`src/inc/sfp_pkg.sv`:
```
// shared constants and types for the status flag and privilege check block
package sfp_pkg;
	// primary opcodes reserved for coprocessor extension instructions
	localparam logic [7:0] EXT_OP0 = 8'h0E;
	localparam logic [7:0] EXT_OP1 = 8'h0F;
	localparam logic [7:0] EXT_OP2 = 8'h4E;
	localparam logic [7:0] EXT_OP3 = 8'h4F;
	localparam logic [7:0] EXT_OP4 = 8'h8E;
	localparam logic [7:0] EXT_OP5 = 8'h8F;
	localparam int EXT_OP_COUNT = 6;
	// bit positions inside the flag byte
	localparam int FLAG_C = 7;
	localparam int FLAG_Z = 6;
	localparam int FLAG_S = 5;
	localparam int FLAG_PV = 4;
	localparam int FLAG_D = 3;
	localparam int FLAG_H = 2;
	// coprocessor enable position inside the control byte
	localparam int CTRL_EXT_EN = 2;
	localparam logic [7:0] FLAGS_RESET = 8'h00;
	localparam logic [7:0] CTRL_RESET = 8'h00;
	localparam logic [7:0] FLAG_MASK = 8'hFC;
	localparam logic [7:0] CTRL_MASK = 8'hFF;

	typedef enum logic [2:0] {
		AM_REG = 3'b000,
		AM_IND = 3'b001,
		AM_DIRECT = 3'b010,
		AM_INDEX = 3'b011,
		AM_IMM = 3'b100,
		AM_OTHER = 3'b101
	} sfp_amode_t;

	typedef enum logic [1:0] {
		XC_INTERNAL = 2'b00,
		XC_MEMORY = 2'b01,
		XC_REGISTER = 2'b10,
		XC_FLAGS = 2'b11
	} sfp_xclass_t;

	// what an instruction does to the flags
	typedef enum logic [3:0] {
		FOP_NONE = 4'b0000,
		FOP_ARITH = 4'b0001,
		FOP_LOGIC = 4'b0010,
		FOP_BLOCK = 4'b0011,
		FOP_COMPARE_BLK = 4'b0100,
		FOP_SET = 4'b0101,
		FOP_CLEAR = 4'b0110,
		FOP_INVERT = 4'b0111,
		FOP_BYTE_LOAD = 4'b1000,
		FOP_WORD_LOAD = 4'b1001,
		FOP_XFLAGS = 4'b1010,
		FOP_ROTATE = 4'b1011
	} sfp_fop_t;

	typedef enum logic [4:0] {
		PI_NONE = 5'b00000,
		PI_IO = 5'b00001,
		PI_SPECIAL_IO = 5'b00010,
		PI_INT_MASK = 5'b00011,
		PI_INT_UNMASK = 5'b00100,
		PI_HALT = 5'b00101,
		PI_INT_RETURN = 5'b00110,
		PI_CTRL_LOAD = 5'b00111,
		PI_STATUS_LOAD = 5'b01000,
		PI_MP_BIT_TEST = 5'b01001,
		PI_MP_REQUEST = 5'b01010,
		PI_MP_RESET = 5'b01011,
		PI_MP_SET = 5'b01100,
		PI_FLAG_OP = 5'b01101,
		PI_NOP = 5'b01110
	} sfp_pclass_t;

	// one instruction as presented by the decoder
	typedef struct packed {
		logic valid;
		logic [7:0] opcode;
		sfp_amode_t amode;
		sfp_xclass_t xclass;
		sfp_pclass_t pclass;
		sfp_fop_t fop;
		logic byteOp;
		logic isSub;
		logic [3:0] cond;
		logic isCond;
	} sfp_instr_t;

	// result side information from the execution unit
	typedef struct packed {
		logic [15:0] result;
		logic [15:0] opA;
		logic [15:0] opB;
		logic carryOut;
		logic carry3;
		logic counterZero;
		logic compareMet;
		logic [7:0] loadFlags;
		logic [7:0] loadCtrl;
		logic [3:0] flagSel;
	} sfp_exec_t;

	typedef struct packed {
		logic [7:0] flags;
		logic [7:0] ctrl;
	} sfp_state_t;
endpackage

```
`src/sfp_cond_eval.sv`:
```
// condition code evaluator for conditional instructions
`timescale 1ns/100ps
`default_nettype none
module sfp_cond_eval (
	input wire logic [3:0] cond,
	input wire logic [7:0] flags,
	output logic condTrue
);
	logic c;
	logic z;
	logic s;
	logic v;
	assign c = flags[sfp_pkg::FLAG_C];
	assign z = flags[sfp_pkg::FLAG_Z];
	assign s = flags[sfp_pkg::FLAG_S];
	assign v = flags[sfp_pkg::FLAG_PV];
	// only c, z, s and p/v are looked at; d and h never enter a test
	always_comb begin
		case (cond)
			4'h0: condTrue = 1'b0;
			4'h1: condTrue = s ^ v;
			4'h2: condTrue = z | (s ^ v);
			4'h3: condTrue = c | z;
			4'h4: condTrue = v;
			4'h5: condTrue = s;
			4'h6: condTrue = z;
			4'h7: condTrue = c;
			4'h8: condTrue = 1'b1;
			4'h9: condTrue = ~(s ^ v);
			4'hA: condTrue = ~(z | (s ^ v));
			4'hB: condTrue = ~(c | z);
			4'hC: condTrue = ~v;
			4'hD: condTrue = ~s;
			4'hE: condTrue = ~z;
			default: condTrue = ~c;
		endcase
	end
endmodule
`default_nettype wire

```
`src/sfp_ext_dispatch.sv`:
```
// extension opcode recognition and coprocessor or trap dispatch
`timescale 1ns/100ps
`default_nettype none
module sfp_ext_dispatch (
	input wire logic valid,
	input wire logic [7:0] opcode,
	input wire sfp_pkg::sfp_amode_t amode,
	input wire logic extEnable,
	output logic isExt,
	output logic toCoproc,
	output logic extTrap,
	output logic amodeBad
);
	localparam logic [7:0] OPS [sfp_pkg::EXT_OP_COUNT] = '{sfp_pkg::EXT_OP0, sfp_pkg::EXT_OP1,
		sfp_pkg::EXT_OP2, sfp_pkg::EXT_OP3, sfp_pkg::EXT_OP4, sfp_pkg::EXT_OP5};
	logic [sfp_pkg::EXT_OP_COUNT-1:0] hit;
	genvar i;
	generate
		for (i = 0; i < sfp_pkg::EXT_OP_COUNT; i++) begin : g_match
			assign hit[i] = (opcode == OPS[i]);
		end
	endgenerate
	logic modeOk;
	assign modeOk = (amode == sfp_pkg::AM_REG) || (amode == sfp_pkg::AM_IND) ||
		(amode == sfp_pkg::AM_DIRECT) || (amode == sfp_pkg::AM_INDEX);
	assign isExt = valid & (|hit);
	assign amodeBad = isExt & ~modeOk;
	assign toCoproc = isExt & modeOk & extEnable;
	assign extTrap = isExt & modeOk & ~extEnable;
endmodule
`default_nettype wire

```
`src/sfp_status_flags.sv`:
```
// flag and control word, flag updates, privilege and extension checks
`timescale 1ns/100ps
`default_nettype none
module sfp_status_flags (
	input wire logic core_clk,
	input wire logic sys_rst,
	input wire sfp_pkg::sfp_instr_t instr,
	input wire sfp_pkg::sfp_exec_t exec,
	input wire logic systemMode,
	output logic execute,
	output logic condTrue,
	output logic toCoproc,
	output sfp_pkg::sfp_xclass_t coprocClass,
	output logic extTrap,
	output logic privTrap,
	output logic amodeBad,
	output logic carryIn,
	output logic [7:0] flagsOut,
	output logic [7:0] ctrlOut,
	output logic coprocessorEnableBit
);
	sfp_pkg::sfp_state_t state_q;
	sfp_pkg::sfp_state_t state_d;
	logic isExt;
	logic isPriv;
	logic condOk;
	logic accept;
	logic [7:0] selMask;
	logic [3:0] sel;
	logic msb;
	logic signA;
	logic signB;
	logic ovf;
	logic zeroRes;
	logic parityEven;

	sfp_cond_eval u_cond (
		.cond(instr.cond),
		.flags(state_q.flags),
		.condTrue(condTrue)
	);

	sfp_ext_dispatch u_ext (
		.valid(instr.valid),
		.opcode(instr.opcode),
		.amode(instr.amode),
		.extEnable(state_q.ctrl[sfp_pkg::CTRL_EXT_EN]),
		.isExt(isExt),
		.toCoproc(toCoproc),
		.extTrap(extTrap),
		.amodeBad(amodeBad)
	);

	// flag op and nop are the only control-group ops open to normal mode
	always_comb begin
		case (instr.pclass)
			sfp_pkg::PI_IO, sfp_pkg::PI_SPECIAL_IO, sfp_pkg::PI_INT_MASK,
			sfp_pkg::PI_INT_UNMASK, sfp_pkg::PI_HALT, sfp_pkg::PI_INT_RETURN,
			sfp_pkg::PI_CTRL_LOAD, sfp_pkg::PI_STATUS_LOAD, sfp_pkg::PI_MP_BIT_TEST,
			sfp_pkg::PI_MP_REQUEST, sfp_pkg::PI_MP_RESET, sfp_pkg::PI_MP_SET: isPriv = 1'b1;
			default: isPriv = 1'b0;
		endcase
	end

	assign privTrap = instr.valid & isPriv & ~systemMode;
	assign condOk = ~instr.isCond | condTrue;
	assign accept = instr.valid & ~privTrap & ~extTrap & ~amodeBad & ~isExt & condOk;
	assign execute = accept;
	assign coprocClass = instr.xclass;
	assign carryIn = state_q.flags[sfp_pkg::FLAG_C];
	assign flagsOut = state_q.flags;
	assign ctrlOut = state_q.ctrl;
	assign coprocessorEnableBit = state_q.ctrl[sfp_pkg::CTRL_EXT_EN];

	assign sel = exec.flagSel;
	assign selMask = {sel[3], sel[2], sel[1], sel[0], 4'h0};
	assign msb = instr.byteOp ? exec.result[7] : exec.result[15];
	assign signA = instr.byteOp ? exec.opA[7] : exec.opA[15];
	assign signB = instr.byteOp ? exec.opB[7] : exec.opB[15];
	// subtraction overflows when operand signs differ and result sign follows b
	assign ovf = instr.isSub ? ((signA ^ signB) & (msb ^ signA)) : (~(signA ^ signB) & (msb ^ signA));
	assign zeroRes = instr.byteOp ? (exec.result[7:0] == 8'h00) : (exec.result == 16'h0000);
	assign parityEven = ~(^exec.result[7:0]);

	always_comb begin
		state_d = state_q;
		if (accept) begin
			case (instr.fop)
				sfp_pkg::FOP_ARITH: begin
					state_d.flags[sfp_pkg::FLAG_C] = exec.carryOut;
					state_d.flags[sfp_pkg::FLAG_Z] = zeroRes;
					state_d.flags[sfp_pkg::FLAG_S] = msb;
					state_d.flags[sfp_pkg::FLAG_PV] = ovf;
					if (instr.byteOp) begin
						state_d.flags[sfp_pkg::FLAG_D] = instr.isSub;
						state_d.flags[sfp_pkg::FLAG_H] = exec.carry3;
					end
				end
				sfp_pkg::FOP_LOGIC: begin
					state_d.flags[sfp_pkg::FLAG_Z] = zeroRes;
					state_d.flags[sfp_pkg::FLAG_S] = msb;
					if (instr.byteOp) begin
						state_d.flags[sfp_pkg::FLAG_PV] = parityEven;
					end
				end
				sfp_pkg::FOP_ROTATE: begin
					state_d.flags[sfp_pkg::FLAG_C] = exec.carryOut;
					state_d.flags[sfp_pkg::FLAG_Z] = zeroRes;
					state_d.flags[sfp_pkg::FLAG_S] = msb;
				end
				sfp_pkg::FOP_BLOCK: begin
					state_d.flags[sfp_pkg::FLAG_PV] = exec.counterZero;
				end
				sfp_pkg::FOP_COMPARE_BLK: begin
					// c and s also follow the compare; d and h stay
					state_d.flags[sfp_pkg::FLAG_C] = exec.carryOut;
					state_d.flags[sfp_pkg::FLAG_S] = msb;
					state_d.flags[sfp_pkg::FLAG_Z] = exec.compareMet;
					state_d.flags[sfp_pkg::FLAG_PV] = exec.counterZero;
				end
				sfp_pkg::FOP_SET: begin
					state_d.flags = state_q.flags | selMask;
				end
				sfp_pkg::FOP_CLEAR: begin
					state_d.flags = state_q.flags & ~selMask;
				end
				sfp_pkg::FOP_INVERT: begin
					state_d.flags = state_q.flags ^ selMask;
				end
				sfp_pkg::FOP_BYTE_LOAD: begin
					// c z s pv only: d, h and the control byte stay, so no mode check is needed
					state_d.flags = (state_q.flags & 8'h0F) | (exec.loadFlags & 8'hF0);
				end
				sfp_pkg::FOP_WORD_LOAD: begin
					// the class decode traps it in normal mode; the guard covers a mis-decoded class
					if (systemMode) begin
						state_d.flags = exec.loadFlags & sfp_pkg::FLAG_MASK;
						state_d.ctrl = exec.loadCtrl & sfp_pkg::CTRL_MASK;
					end
				end
				sfp_pkg::FOP_XFLAGS: begin
					// coprocessor flags land in c z s pv only
					state_d.flags = (state_q.flags & 8'h0F) | (exec.loadFlags & 8'hF0);
				end
				default: begin
					state_d = state_q;
				end
			endcase
		end
		if (instr.valid & isExt & toCoproc & (instr.xclass == sfp_pkg::XC_FLAGS)) begin
			state_d.flags = (state_q.flags & 8'h0F) | (exec.loadFlags & 8'hF0);
		end
	end

	always_ff @(posedge core_clk) begin
		if (sys_rst) begin
			state_q <= '{flags: sfp_pkg::FLAGS_RESET, ctrl: sfp_pkg::CTRL_RESET};
		end else begin
			state_q <= state_d;
		end
	end
endmodule
`default_nettype wire

```
`config.mk`:
```
export PLATFORM = sky130hd
export DESIGN_NAME = sfp_status_flags
export DESIGN_NICKNAME = d
export VERILOG_FILES = /design/src/inc/sfp_pkg.sv /design/src/sfp_cond_eval.sv /design/src/sfp_ext_dispatch.sv /design/src/sfp_status_flags.sv
export SDC_FILE = /design/constraint.sdc
export NUM_CORES = 1
export LEC_CHECK = 0
export BUFFER_PORTS_ARGS = -buffer_cell sky130_fd_sc_hd__clkbuf_2
export CAP_MARGIN = 20
export CORE_MARGIN = 2
export CORE_UTILIZATION = 43
export CTS_CLUSTER_DIAMETER = 100
export CTS_CLUSTER_SIZE = 30
export DETAILED_ROUTE_END_ITERATION = 8
export PLACE_DENSITY = 0.95
export SLEW_MARGIN = 20
export SYNTH_ARGS = -nofsm -noshare
export SYNTH_HDL_FRONTEND = slang
export SYNTH_SLANG_ARGS = --single-unit
```
`constraint.sdc`:
```
create_clock -name core_clk -period 5.4 [get_ports core_clk]
set_input_delay 1.08 -clock core_clk [delete_from_list [all_inputs] [get_ports core_clk]]
set_output_delay 1.08 -clock core_clk [all_outputs]
set_load 0.1 [all_outputs]
```
==> results.yml <==
synthesis:
  syn_area_mm2: 0.00167
  ys_seq_elements: 14
  ys_types: 53
  yosysTopAreaCell: "dfxtp_1"
  synth.area.top_cells: "dfxtp_1 (17%), ha_1 (9.0%), mux2i_1 (6.6%), nor2_1 (5.9%), inv_1 (5.2%)"
  ys_top_cells_by_count: "nor2_1 (26), inv_1 (23), nand2_1 (17), a21oi_1 (14), dfxtp_1 (14)"
  ys.flop_type: "dfxtp_1"
  syn-instance-count: 229
  async_flop_share: 0
  post-synth-top-area-fraction: 0.168
  yosysWarningCount: 0
  ys_seq_area_frac: 0.168
  synth_edf_count: 0
  avgSynthCellArea_um2: 7.27
  synth_most_common_cell: "nor2_1"
die:
  core_area_mm2: 0.00369
  initial_core_util: 0.451
  io_pins: 131
  placementRows: 22
  dieArea_mm2: 0.00439
  die_width_um: 66.2
  die_y_um: 66.2
cells_and_area:
  finish.utilization: 0.587
  diodes: 0
  layout-drive-gt1-share: 0.354
  register_area_um2: 280
  final_nets: 432
  multiInputGateArea_mm2: 0.00121
  design_area_mm2: 0.00216
  syn_to_final_growth_pct: 30.0
  n_fill_cell: 372
critical_path:
  crit_path_end_kind: "primary output"
  reg2reg_setup_slack_ns: 2.87
  crit_fanout: 9
  cp-start-kind: "primary input"
  crit_path_cell_trace: "clkbuf_2, or3b_1, a21oi_1, o311ai_1, a31oi_2, or2_1, inv_1, clkbuf_2"
  cp.arrival_ns: 3.02
  required_ns: 4.32
  path_class: "in -> out"
  crit_slowest_cell: "clkbuf_2"
  crit_top_cell: "clkbuf_2"
  max_stage_delay_ns: 0.38
power:
  powerDensity_mw_per_mm2: 178
  totalPowerFinal_w: 0.000386
  ir_drop_v: 0.000157
  leakage_nw: 1.08
global_routing:
  busiest_layer: "met2"
  grt_pass1_wl_mm: 7.40
  grt_use_met3: 0.0324
  gr-total-overflow: 0
  use_met1: 0.246
  antenna_found_initial: 0
  first_global_vias: 1812
  grt_max_degree: 19
  use_met2: 0.396
  grt_util_all_layers: 0.206
sta:
  fmaxAchievable_mhz: 244
  clock_skew_ns: 0.00461
  final.setup.tns_ns: 0
  post-route-period-util: 0.760
  grt_setup_unrepaired: "false"
  worst_slew_pin_slew_ns: 0.858
  period_needed_ns: 4.10
  relSlewSlack: 0.420
  finalSetupViolCount: 0
  hold_viol: 0
  hold_ws_ns: 0.481
  slew_viol_final: 0
cts:
  path_clk_slew_ns: 0.06
  clock-sinks: 14
  postCtsSetupRepairBufs: 0
  h-tree-depth: 1
  clk_latency_ns: 0.24
  cts-resized-gates: 0
  cts-hold-fix-buffers: 0
  clock_path_buffers: 2
  cts_tree: "built"
  cts_root_buffer: "clkbuf_8"
  cts_made_buffers: 3
worst_hold_path:
  worstHoldPathType: "reg -> reg"
status:
  status: "complete, no violations"
placed_design:
  numPortBuffers: 95
  place_congestion: 0.844
  hpwl_mm: 3.79
  dpl-instance-area_mm2: 0.00211
detailed_routing:
  wl_mm: 4.60
  drt-vias-per-instance: 5.51
  num_vias: 1996
  drt-wirelength-per-cell_um: 12.7
  first_pass_iters: 4
  drt_iter0_markers: 88
  antenna_left: 0
  drc_errors: 0
run:
  cap_violations: 0
## cells by family (layout without fill, tap and decap cells)
| family | Yosys count | after routing | share of synthesized area |
|---|---|---|---|
| muxes | 16 | 16 | 0.0999 |
| DFF | 14 | 14 | 0.168 |
| and+or+nand+nor | 86 | 86 | 0.272 |
| adders and majority gates | 12 | 12 | 0.0902 |
| other | 1 | 2 | 0.00225 |
| xor gates and xnor gates | 6 | 6 | 0.0316 |
| AOI/OAI and AO/OA | 56 | 56 | 0.227 |
| buffers and inverters | 38 | 122 | 0.109 |
## layout make-up
class	count	area share
clock buffer	4	0.0254
inverter	23	0.0399
multi-input combinational	178	0.558
sequential	14	0.129
tap	48	0.0277
timing repair buffer	95	0.220
## final timing paths
kind         depth (start not counted)                      from                        to
max                                  8                  instr[1]                   execute
min                                  2  flagsOut[2]$_SDFFE_PP0P_  flagsOut[2]$_SDFFE_PP0P_
max reg2reg                          7  flagsOut[4]$_SDFFE_PP0P_   ctrlOut[3]$_SDFFE_PP0P_
min reg2reg                          2  flagsOut[2]$_SDFFE_PP0P_  flagsOut[2]$_SDFFE_PP0P_
## per-stage QoR
step | std cells | setup slack [ns]
2_1_floorplan | 230 | 0.628
3_3_place_gp | 358 | 1.36
3_5_place_dp | 358 | 1.29
4_1_cts | 362 | 1.28
5_1_grt | 362 | 1.14
6_report | 362 | 1.30
## per-layer routing
layer / part of all wire / wire length, um
met3: 0.068 / 315
met2: 0.51 / 2350
met4: 0.0052 / 24
met5: 0 / 0
met1: 0.42 / 1920
## critical path: cells and delay by family
kind            cells  cell delay, ns
simple gates        2            0.64
compound gates      3            0.67
buf+inv             3            0.63
## state kept, by name, indices dropped and copies added, names as in the netlist
register  flops
flagsOut      6
ctrlOut       8
## power by group
part           switching (W)  total, W  internal, W  leakage (nW)
clock              0.0000361  0.000101    0.0000644        0.0288
sequential        0.00000568  0.000112     0.000106         0.113
combinational       0.000115  0.000173    0.0000585         0.941
total               0.000157  0.000386     0.000229          1.08
## placed cells by master (no fill, tap or decap), types with 4 or more instances in the layout
master and count:
o21ai_0 12, dfxtp_1 14, nand2b_1 10, ha_1 12
nand2_1 17, mux2i_1 11, a21oi_1 14, nor3_1 5
nand3_1 4, nor2_1 26, inv_1 23, clkbuf_8 4
mux2_2 5, xor2_1 4, clkbuf_2 95
Note: power is estimated with default switching activity, not from simulation.
